--- config.mk ---
export PLATFORM = sky130hd
export DESIGN_NAME = pah_top
export DESIGN_NICKNAME = d
export VERILOG_FILES = /design/src/logic/pah_pkg.sv /design/src/logic/pah_buf.sv /design/src/logic/pah_top.sv
export SDC_FILE = /design/constraint.sdc
export NUM_CORES = 1
export LEC_CHECK = 0
export BUFFER_PORTS_ARGS = -buffer_cell sky130_fd_sc_hd__buf_2
export CAP_MARGIN = 25
export CORE_ASPECT_RATIO = 1.1
export CORE_UTILIZATION = 56
export DETAILED_ROUTE_END_ITERATION = 10
export PLACE_DENSITY_LB_ADDON = 0.15
export SYNTH_ARGS = -nofsm -noshare
export SYNTH_HDL_FRONTEND = slang
export SYNTH_SLANG_ARGS = --single-unit
--- constraint.sdc ---
create_clock -name CLK -period 3.2 [get_ports CLK]
set_input_delay 0 -clock CLK [delete_from_list [all_inputs] [get_ports CLK]]
set_output_delay 0 -clock CLK [all_outputs]
set_load 0.02 [all_outputs]
--- src/logic/pah_pkg.sv ---
// Package with constants for the pause and address handling block.
package pah_pkg;
    // Reserved pause multicast address, octet 0 in the top byte.
    localparam logic [47:0] PAUSE_ADDR     = 48'h0180c2000001;
    localparam logic [47:0] BCAST_ADDR     = 48'hffffffffffff;
    localparam logic [15:0] PAUSE_OPCODE   = 16'h0001;
    localparam logic [15:0] CTRL_TYPE      = 16'h8808;
    localparam int          ADDR_OCTETS    = 6;
    localparam int          GROUP_BIT      = 40;
    localparam int          LOCAL_BIT      = 41;
    localparam logic [3:0]  HDR_NIBBLES    = 4'hc;
    localparam logic [1:0]  BUF_DEPTH      = 2'h2;
    typedef enum logic [4:0] {
        PAH_IDLE  = 5'b00001,
        PAH_CTRL  = 5'b00010,
        PAH_DATA  = 5'b00100,
        PAH_HOLD  = 5'b01000,
        PAH_DONE  = 5'b10000
    } pah_state_t;
endpackage

--- src/logic/pah_buf.sv ---
// Two-entry buffer with valid and ready on both sides.
`timescale 1ns/1ps
module pah_buf #(
    parameter int W = 4
) (
    input  wire logic         clk,
    input  wire logic         nrst,
    input  wire logic [W-1:0] in_data,
    input  wire logic         in_valid,
    output logic              in_ready,
    output logic [W-1:0]      out_data,
    output logic              out_valid,
    input  wire logic         out_ready
);
    logic [W-1:0] mem [0:1];
    logic         wr_ptr;
    logic         rd_ptr;
    logic [1:0]   count;
    logic         push;
    logic         pop;

    // Handshake terms.
    assign in_ready  = (count != pah_pkg::BUF_DEPTH);
    assign out_valid = (count != 2'h0);
    assign push      = in_valid && in_ready;
    assign pop       = out_valid && out_ready;
    assign out_data  = mem[rd_ptr];

    // Storage and pointers.
    always_ff @(posedge clk)
    begin
        if (!nrst)
        begin
            wr_ptr <= 1'b0;
            rd_ptr <= 1'b0;
            count  <= 2'h0;
            mem[0] <= '0;
            mem[1] <= '0;
        end
        else
        begin
            if (push)
            begin
                mem[wr_ptr] <= in_data;
                wr_ptr      <= ~wr_ptr;
            end
            if (pop)
                rd_ptr <= ~rd_ptr;
            if (push && !pop)
                count <= count + 2'h1;
            else if (pop && !push)
                count <= count - 2'h1;
        end
    end
endmodule // pah_buf

--- src/logic/pah_top.sv ---
// Pause frame source, transmit scheduler and receive address filter.
// Functional notes
// - Pause request sends reserved address, opcode, operand.
// - Received pause holds data frames only.
// - Pause frames sent only in full duplex.
// - Filter accepts the reserved pause multicast address.
// - All-ones destination is broadcast, always accepted.
// - Broadcast origination not required.
// - Classify addresses as individual or group.
// - Distinguish locally and globally administered addresses.
// - Address is six octets, zero to five.
// - Each octet sent least significant bit first.
// - Octets sent from octet zero to five.
`timescale 1ns/1ps
module pah_top (
    input  wire logic        CLK,
    input  wire logic        NRST,
    input  wire logic        FULL_DUPLEX,
    input  wire logic        PAUSE_REQ,
    input  wire logic [15:0] PAUSE_OPERAND,
    output logic             PAUSE_ACK,
    input  wire logic        DATA_REQ,
    input  wire logic [47:0] DATA_DEST,
    output logic             DATA_ACK,
    input  wire logic        PAUSE_HOLD,
    input  wire logic [47:0] SRC_ADDR,
    output logic [3:0]       TX_NIBBLE,
    output logic             TX_VALID,
    input  wire logic        TX_READY,
    output logic             TX_LAST,
    output logic             TX_BUSY,
    input  wire logic        RX_START,
    input  wire logic [3:0]  RX_NIBBLE,
    input  wire logic        RX_VALID,
    input  wire logic [47:0] STATION_ADDR,
    output logic             RX_DONE,
    output logic             RX_ACCEPT,
    output logic             RX_BCAST,
    output logic             RX_GROUP,
    output logic             RX_LOCAL,
    output logic             RX_PAUSE_DEST,
    output logic             TX_DEST_GROUP
);
    // ********************************************************
    // Transmit scheduling.
    // ********************************************************
    pah_pkg::pah_state_t state;
    pah_pkg::pah_state_t next_state;
    logic [111:0]        frame;
    logic [5:0]          nib_idx;
    logic [5:0]          last_idx;
    logic                buf_ready;
    logic                fill_valid;
    logic [4:0]          buf_in;
    logic [4:0]          buf_out;
    logic                pause_go;
    logic                data_go;

    // Control frames go out even under hold; a pause needs full duplex.
    // duplex gate
    assign pause_go = PAUSE_REQ && FULL_DUPLEX;
    assign data_go  = DATA_REQ && !PAUSE_HOLD && !pause_go;

    // Next-state choice for the scheduler.
    always_comb
    begin
        next_state = state;
        case (state)
            pah_pkg::PAH_IDLE:
                if (pause_go)
                    next_state = pah_pkg::PAH_CTRL;
                else if (data_go)
                    next_state = pah_pkg::PAH_DATA;
                else if (DATA_REQ)
                    next_state = pah_pkg::PAH_HOLD;
            pah_pkg::PAH_HOLD:
                if (pause_go)
                    next_state = pah_pkg::PAH_CTRL;
                else if (data_go)
                    next_state = pah_pkg::PAH_DATA;
                else if (!DATA_REQ)
                    next_state = pah_pkg::PAH_IDLE;
            pah_pkg::PAH_CTRL,
            pah_pkg::PAH_DATA:
                if (buf_ready && nib_idx == last_idx)
                    next_state = pah_pkg::PAH_DONE;
            default:
                next_state = pah_pkg::PAH_IDLE;
        endcase
    end

    // State register.
    always_ff @(posedge CLK)
    begin
        if (!NRST)
            state <= pah_pkg::PAH_IDLE;
        else
            state <= next_state;
    end

    // Frame header latch: destination, source, then type; opcode and operand are held apart.
    // pause frame build
    always_ff @(posedge CLK)
    begin
        if (!NRST)
        begin
            frame    <= '0;
            last_idx <= 6'h0;
        end
        else if (state != pah_pkg::PAH_CTRL && state != pah_pkg::PAH_DATA)
        begin
            if (pause_go)
            begin
                // A pause frame is 36 nibbles: addresses, type, opcode, operand.
                frame    <= {pah_pkg::PAUSE_ADDR, SRC_ADDR, pah_pkg::CTRL_TYPE};
                last_idx <= 6'd35;
            end
            else
            begin
                // broadcast passed through
                // A data frame is 24 nibbles: the two addresses only.
                frame    <= {DATA_DEST, SRC_ADDR, 16'h0000};
                last_idx <= 6'd23;
            end
        end
    end

    // Operand kept apart so the opcode and operand follow the header.
    logic [31:0] ctrl_tail;
    always_ff @(posedge CLK)
    begin
        if (!NRST)
            ctrl_tail <= 32'h00000000;
        else if (state == pah_pkg::PAH_IDLE || state == pah_pkg::PAH_HOLD)
            ctrl_tail <= {pah_pkg::PAUSE_OPCODE, PAUSE_OPERAND};
    end

    // Nibble counter advanced as the buffer accepts.
    // Six bits are needed, as a pause frame runs to nibble 35.
    always_ff @(posedge CLK)
    begin
        if (!NRST)
            nib_idx <= 6'h0;
        else if (state == pah_pkg::PAH_CTRL || state == pah_pkg::PAH_DATA)
        begin
            if (buf_ready)
                nib_idx <= nib_idx + 6'h1;
        end
        else
            nib_idx <= 6'h0;
    end

    // Whole header in send order: destination, source, type, opcode, operand.
    // A data frame ends after the source address, so its tail is never read.
    logic [143:0] hdr;
    logic [7:0]   cur_octet;
    logic [4:0]   oct_idx;
    logic [3:0]   tx_nib_sel;

    // Header and control tail joined into one view, octet 0 at the top.
    assign hdr     = {frame, ctrl_tail};
    assign oct_idx = nib_idx[5:1];

    // Pick the octet; octets past the header read as zero.
    // The part-select stays in range for every nibble that a frame reaches.
    // six octets
    always_comb
    begin
        if (oct_idx < 5'd18)
            cur_octet = hdr[143 - 8*oct_idx -: 8];
        else
            cur_octet = 8'h00;
    end

    // Pick the nibble: the low half holds the first bits on the wire.
    // lsb first
    always_comb
    begin
        if (nib_idx[0])
            tx_nib_sel = cur_octet[7:4];
        else
            tx_nib_sel = cur_octet[3:0];
    end

    // Nibbles are offered for the whole frame; the fifth bit marks the last.
    assign fill_valid = (state == pah_pkg::PAH_CTRL || state == pah_pkg::PAH_DATA);
    assign buf_in     = {(nib_idx == last_idx), tx_nib_sel};

    // Buffer between scheduler and media so a stall loses no nibble.
    pah_buf #(
        .W (5)
    ) u_buf (
        .clk       (CLK),
        .nrst      (NRST),
        .in_data   (buf_in),
        .in_valid  (fill_valid),
        .in_ready  (buf_ready),
        .out_data  (buf_out),
        .out_valid (TX_VALID),
        .out_ready (TX_READY)
    );

    // Media side of the buffer; busy also covers nibbles still queued.
    assign TX_NIBBLE = buf_out[3:0];
    assign TX_LAST   = buf_out[4];
    assign TX_BUSY   = fill_valid || TX_VALID;

    // Acknowledge pulses when a frame has been fully handed on.
    always_ff @(posedge CLK)
    begin
        if (!NRST)
        begin
            PAUSE_ACK <= 1'b0;
            DATA_ACK  <= 1'b0;
        end
        else
        begin
            PAUSE_ACK <= (next_state == pah_pkg::PAH_DONE) && (state == pah_pkg::PAH_CTRL);
            DATA_ACK  <= (next_state == pah_pkg::PAH_DONE) && (state == pah_pkg::PAH_DATA);
        end
    end

    // Group flag of the outgoing destination, from its first bit.
    // Held until the next frame starts, so it can be read after the ack.
    // first bit group
    always_ff @(posedge CLK)
    begin
        if (!NRST)
            TX_DEST_GROUP <= 1'b0;
        else if (fill_valid && nib_idx == 6'h0)
            TX_DEST_GROUP <= tx_nib_sel[0];
    end

    // ********************************************************
    // Receive destination filter.
    // ********************************************************
    logic [47:0] rx_addr;
    logic [3:0]  rx_cnt;
    logic        rx_full;

    // Nibbles arrive low first; rebuild octet 0 at the top.
    // lsb first
    always_ff @(posedge CLK)
    begin
        if (!NRST)
        begin
            rx_addr <= 48'h000000000000;
            rx_cnt  <= 4'h0;
        end
        else if (RX_START)
            rx_cnt <= 4'h0;
        else if (RX_VALID && rx_cnt < 4'd12)
        begin
            rx_addr[47 - 8*rx_cnt[3:1] - (rx_cnt[0] ? 0 : 4) -: 4] <= RX_NIBBLE;
            rx_cnt <= rx_cnt + 4'h1;
        end
    end

    assign rx_full = (rx_cnt == 4'd12);

    // Classification after the sixth octet; one-cycle done pulse.
    logic rx_seen;
    always_ff @(posedge CLK)
    begin
        if (!NRST)
        begin
            rx_seen       <= 1'b0;
            RX_DONE       <= 1'b0;
            RX_ACCEPT     <= 1'b0;
            RX_BCAST      <= 1'b0;
            RX_GROUP      <= 1'b0;
            RX_LOCAL      <= 1'b0;
            RX_PAUSE_DEST <= 1'b0;
        end
        else
        begin
            RX_DONE <= rx_full && !rx_seen && !RX_START;
            if (RX_START)
                rx_seen <= 1'b0;
            else if (rx_full && !rx_seen)
            begin
                rx_seen <= 1'b1;
                RX_BCAST      <= (rx_addr == pah_pkg::BCAST_ADDR);
                RX_GROUP      <= rx_addr[pah_pkg::GROUP_BIT];
                RX_LOCAL      <= rx_addr[pah_pkg::LOCAL_BIT];
                RX_PAUSE_DEST <= (rx_addr == pah_pkg::PAUSE_ADDR);
                RX_ACCEPT     <= (rx_addr == pah_pkg::BCAST_ADDR)
                              || (rx_addr == pah_pkg::PAUSE_ADDR)
                              || (rx_addr == STATION_ADDR);
            end
        end
    end
endmodule // pah_top

==> impl_metrics.env <==
export IMPL_outcome="complete, no violations"
export IMPL_cts_tree="done"
export IMPL_rsz0062_at_grt="false"
export IMPL_synth_common_cells="194 x dfxtp_1, 192 x nand2_1, 92 x a21boi_0, 60 x mux2i_1, 60 x xnor2_1"
export IMPL_die_w_um=127
export IMPL_finalHoldViolCount=0
export IMPL_synth_top_cell_area_share_pct=40.2
export IMPL_startpoint_type="flip-flop"
export IMPL_numCtsBuffers=22
export IMPL_die_y_um=140
export IMPL_path_clk_slew_ns=0.06
export IMPL_gp_congestion=0.918
export IMPL_min_from="RX_NIBBLE[2]"
export IMPL_synth_cells=1044
export IMPL_finalMaxSlewViolations=0
export IMPL_p_per_area_nw_per_um2=483
export IMPL_synth_main_ff_cell="dfxtp_1"
export IMPL_syn2layout_area_growth_pct=34.7
export IMPL_rows=50
export IMPL_grt_pass1_wl_um=46800
export IMPL_firstDrtPassIters=5
export IMPL_clock_fmax_mhz=389
export IMPL_placed_cell_area_sq_um=10700
export IMPL_grt_pass1_vias=8972
export IMPL_fin_crit_sh_pct=80.3
export IMPL_finalSetupViolCount=0
export IMPL_fp_dieArea_sq_um=17800
export IMPL_drcViolationCount=0
export IMPL_synth_edff_count=10
export IMPL_netlist_top_cell_by_area="dfxtp_1"
export IMPL_reg2reg_slack_ns=0.63
export IMPL_syn_area_per_cell_sq_um=9.26
export IMPL_fin_crit_ns=2.57
export IMPL_ys_seq_area_share_pct=43.3
export IMPL_slew_headroom_pct=46.0
export IMPL_crit_type="flip-flop to flip-flop"
export IMPL_pin_count=189
export IMPL_synth_distinct_cells=56
export IMPL_drtIter0Drc=653
export IMPL_synth_seq_cells=204
export IMPL_worstMarginPinSlew_ns=0.801
export IMPL_synth_async_reset_ratio_pct=0
export IMPL_ir_drop_v=0.000410
export IMPL_finalClockSkew_ns=0.00937
export IMPL_htreeDepth=1
export IMPL_min_path_type="primary input to flip-flop"
export IMPL_port_buffer_count=188
export IMPL_timing_rr_start="nib_idx[1]"
export IMPL_final_net_count=1545
export IMPL_routed_wl_um=30100
export IMPL_root_buffer="clkbuf_16"
export IMPL_setup_tns_final_ns=0
export IMPL_grt_start_max_net_pins=60
export IMPL_maxCapViolations=0
export IMPL_core_area_sq_um=17000
export IMPL_syn_nets=1226
export IMPL_syn_area_sq_um=9670
export IMPL_synth_most_common_cell="dfxtp_1"
export IMPL_cts_setup_buffers=0
export IMPL_worstSkewPairLatency_ns=0.49
export IMPL_start_util_pct=57.0
export IMPL_cts_sinks=204
export IMPL_cts_buffer_depth=3
export IMPL_synth_area_top_cells="dfxtp_1 40%, nand2_1 7.5%, a21boi_0 7.1%"
export IMPL_synth_warnings=0
export IMPL_grt_ovfl_total=0
export IMPL_cp_end_kind="flip-flop"
export IMPL_stdcell_area_sq_um=13000
export IMPL_crit_start="nib_idx[1]"
export IMPL_grt_use_total_pct=33.5
export IMPL_vias_per_cell=5.66
export IMPL_leakage_uw=0.00537
export IMPL_routedWlPerCell_um=18.7
export IMPL_drive_gt1_share_pct=20.2
export IMPL_ant_nets=0
export IMPL_cp_max_fo=22
export IMPL_antenna_found_initial=2
export IMPL_place_hpwl_um=18300
export IMPL_critical_path_required_ns=3.58
export IMPL_worstPathArrival_ns=2.95
export IMPL_vias=9116
placed cells by master, fill, tap and decap left out, types with 13 or more instances in the layout:
cell type      netlist  final
nand2_1            192    191
mux2i_1             60     60
xnor2_1             60     60
dlygate4sd3_1        0    156
clkbuf_16            0     23
buf_4                1     19
dfxtp_1            194    192
a21boi_0            92     92
nor4_1              14     14
o21ai_0             30     30
mux4_2              13     13
nand4_1             28     28
buf_2               20    187
a22o_1              42     42
nor2_1              44     44
nor2b_1             35     35
nand3_1             18     18
and2_1              15     14
path summary, 6_finish.rpt:
path,endpoint,depth (start not counted)
worst max-delay path,state[2],7
worst min register to register,frame[41],2
worst min-delay path,rx_addr[46],5
worst max register to register,state[2],7
per-stage QoR:
step / hold slack [ns] / power [uW] / setup slack, ns / utilization [%] / instances
after floorplan: 0.125 / 3290 / 0.710 / - / 1044
after global placement: 0.211 / 3570 / 0.757 / 63.4 / 1417
final: 0.0638 / 6290 / 0.630 / 76.8 / 1611
after CTS: 0.0483 / 6260 / 0.649 / 76.8 / 1609
after global routing: 0.0834 / 6500 / 0.503 / 76.8 / 1611
after detailed placement: 0.211 / 3580 / 0.700 / 63.4 / 1417
where the power goes:
part / leakage (uW) / switching, uW / internal (uW)
Clock: 0.000351 / 992 / 1560
Combinational: 0.00332 / 443 / 482
Sequential: 0.00170 / 113 / 2700
area by class of cell:
cell class,count,area [sq um]
timing repair buffer,362,2640
inverter,10,37.5
sequential,204,4190
clock inverter,3,65.1
multi-input combinational,763,5140
tap,234,293
antenna,2,5.00
clock buffer,33,653
fill,1122,3930
state kept, by name (all words and copies together), names as in the netlist, named ones only:
register	cells
DATA_ACK	1
PAUSE_ACK	1
RX_ACCEPT	1
RX_BCAST	1
RX_DONE	1
RX_GROUP	1
RX_LOCAL	1
RX_PAUSE_DEST	1
TX_DEST_GROUP	1
ctrl_tail	17
frame	97
last_idx	2
nib_idx	6
rx_addr	48
rx_cnt	4
rx_seen	1
state	5
u_buf.count	2
u_buf.mem	10
u_buf.rd_ptr	1
u_buf.wr_ptr	1
routing by layer:
layer | track usage, % | routed length [um]
met1 | 37.9 | 11600
met2 | 61.1 | 15300
met3 | 4.84 | 1720
met4 | 16.7 | 1460
met5 | 0 | 0
repair_timing:
action | in CTS | in global routing
endpoints found under the hold margin | 126 | 0
gates resized for setup | 0 | 0
hold buffers | 156 | 0
kinds of logic (layout without fill, tap and decap cells):
| kind of cell | count (synthesis) | in the layout | synth area share [%] |
|---|---|---|---|
| AND/OR/NAND/NOR | 396 | 396 | 19.9 |
| multiplexers | 85 | 85 | 10.6 |
| XOR/XNOR | 66 | 66 | 5.98 |
| AO/OA/AOI/OAI | 207 | 207 | 15.5 |
| other | 0 | 2 | 0 |
| buffers and inverters | 77 | 408 | 3.53 |
| adder cells (fa/ha/maj) | 9 | 9 | 1.16 |
| flip-flops | 204 | 204 | 43.3 |
critical path, stage by stage (launching register included):
cell           delay [ns]
dfxtp_2              0.74
buf_4                0.35
nand3_1              0.12
a22oi_2              0.21
nand3_2              0.16
o211ai_1             0.20
a21boi_0             0.10
dlygate4sd3_1        0.56
Power figures use the tool's default switching activity.
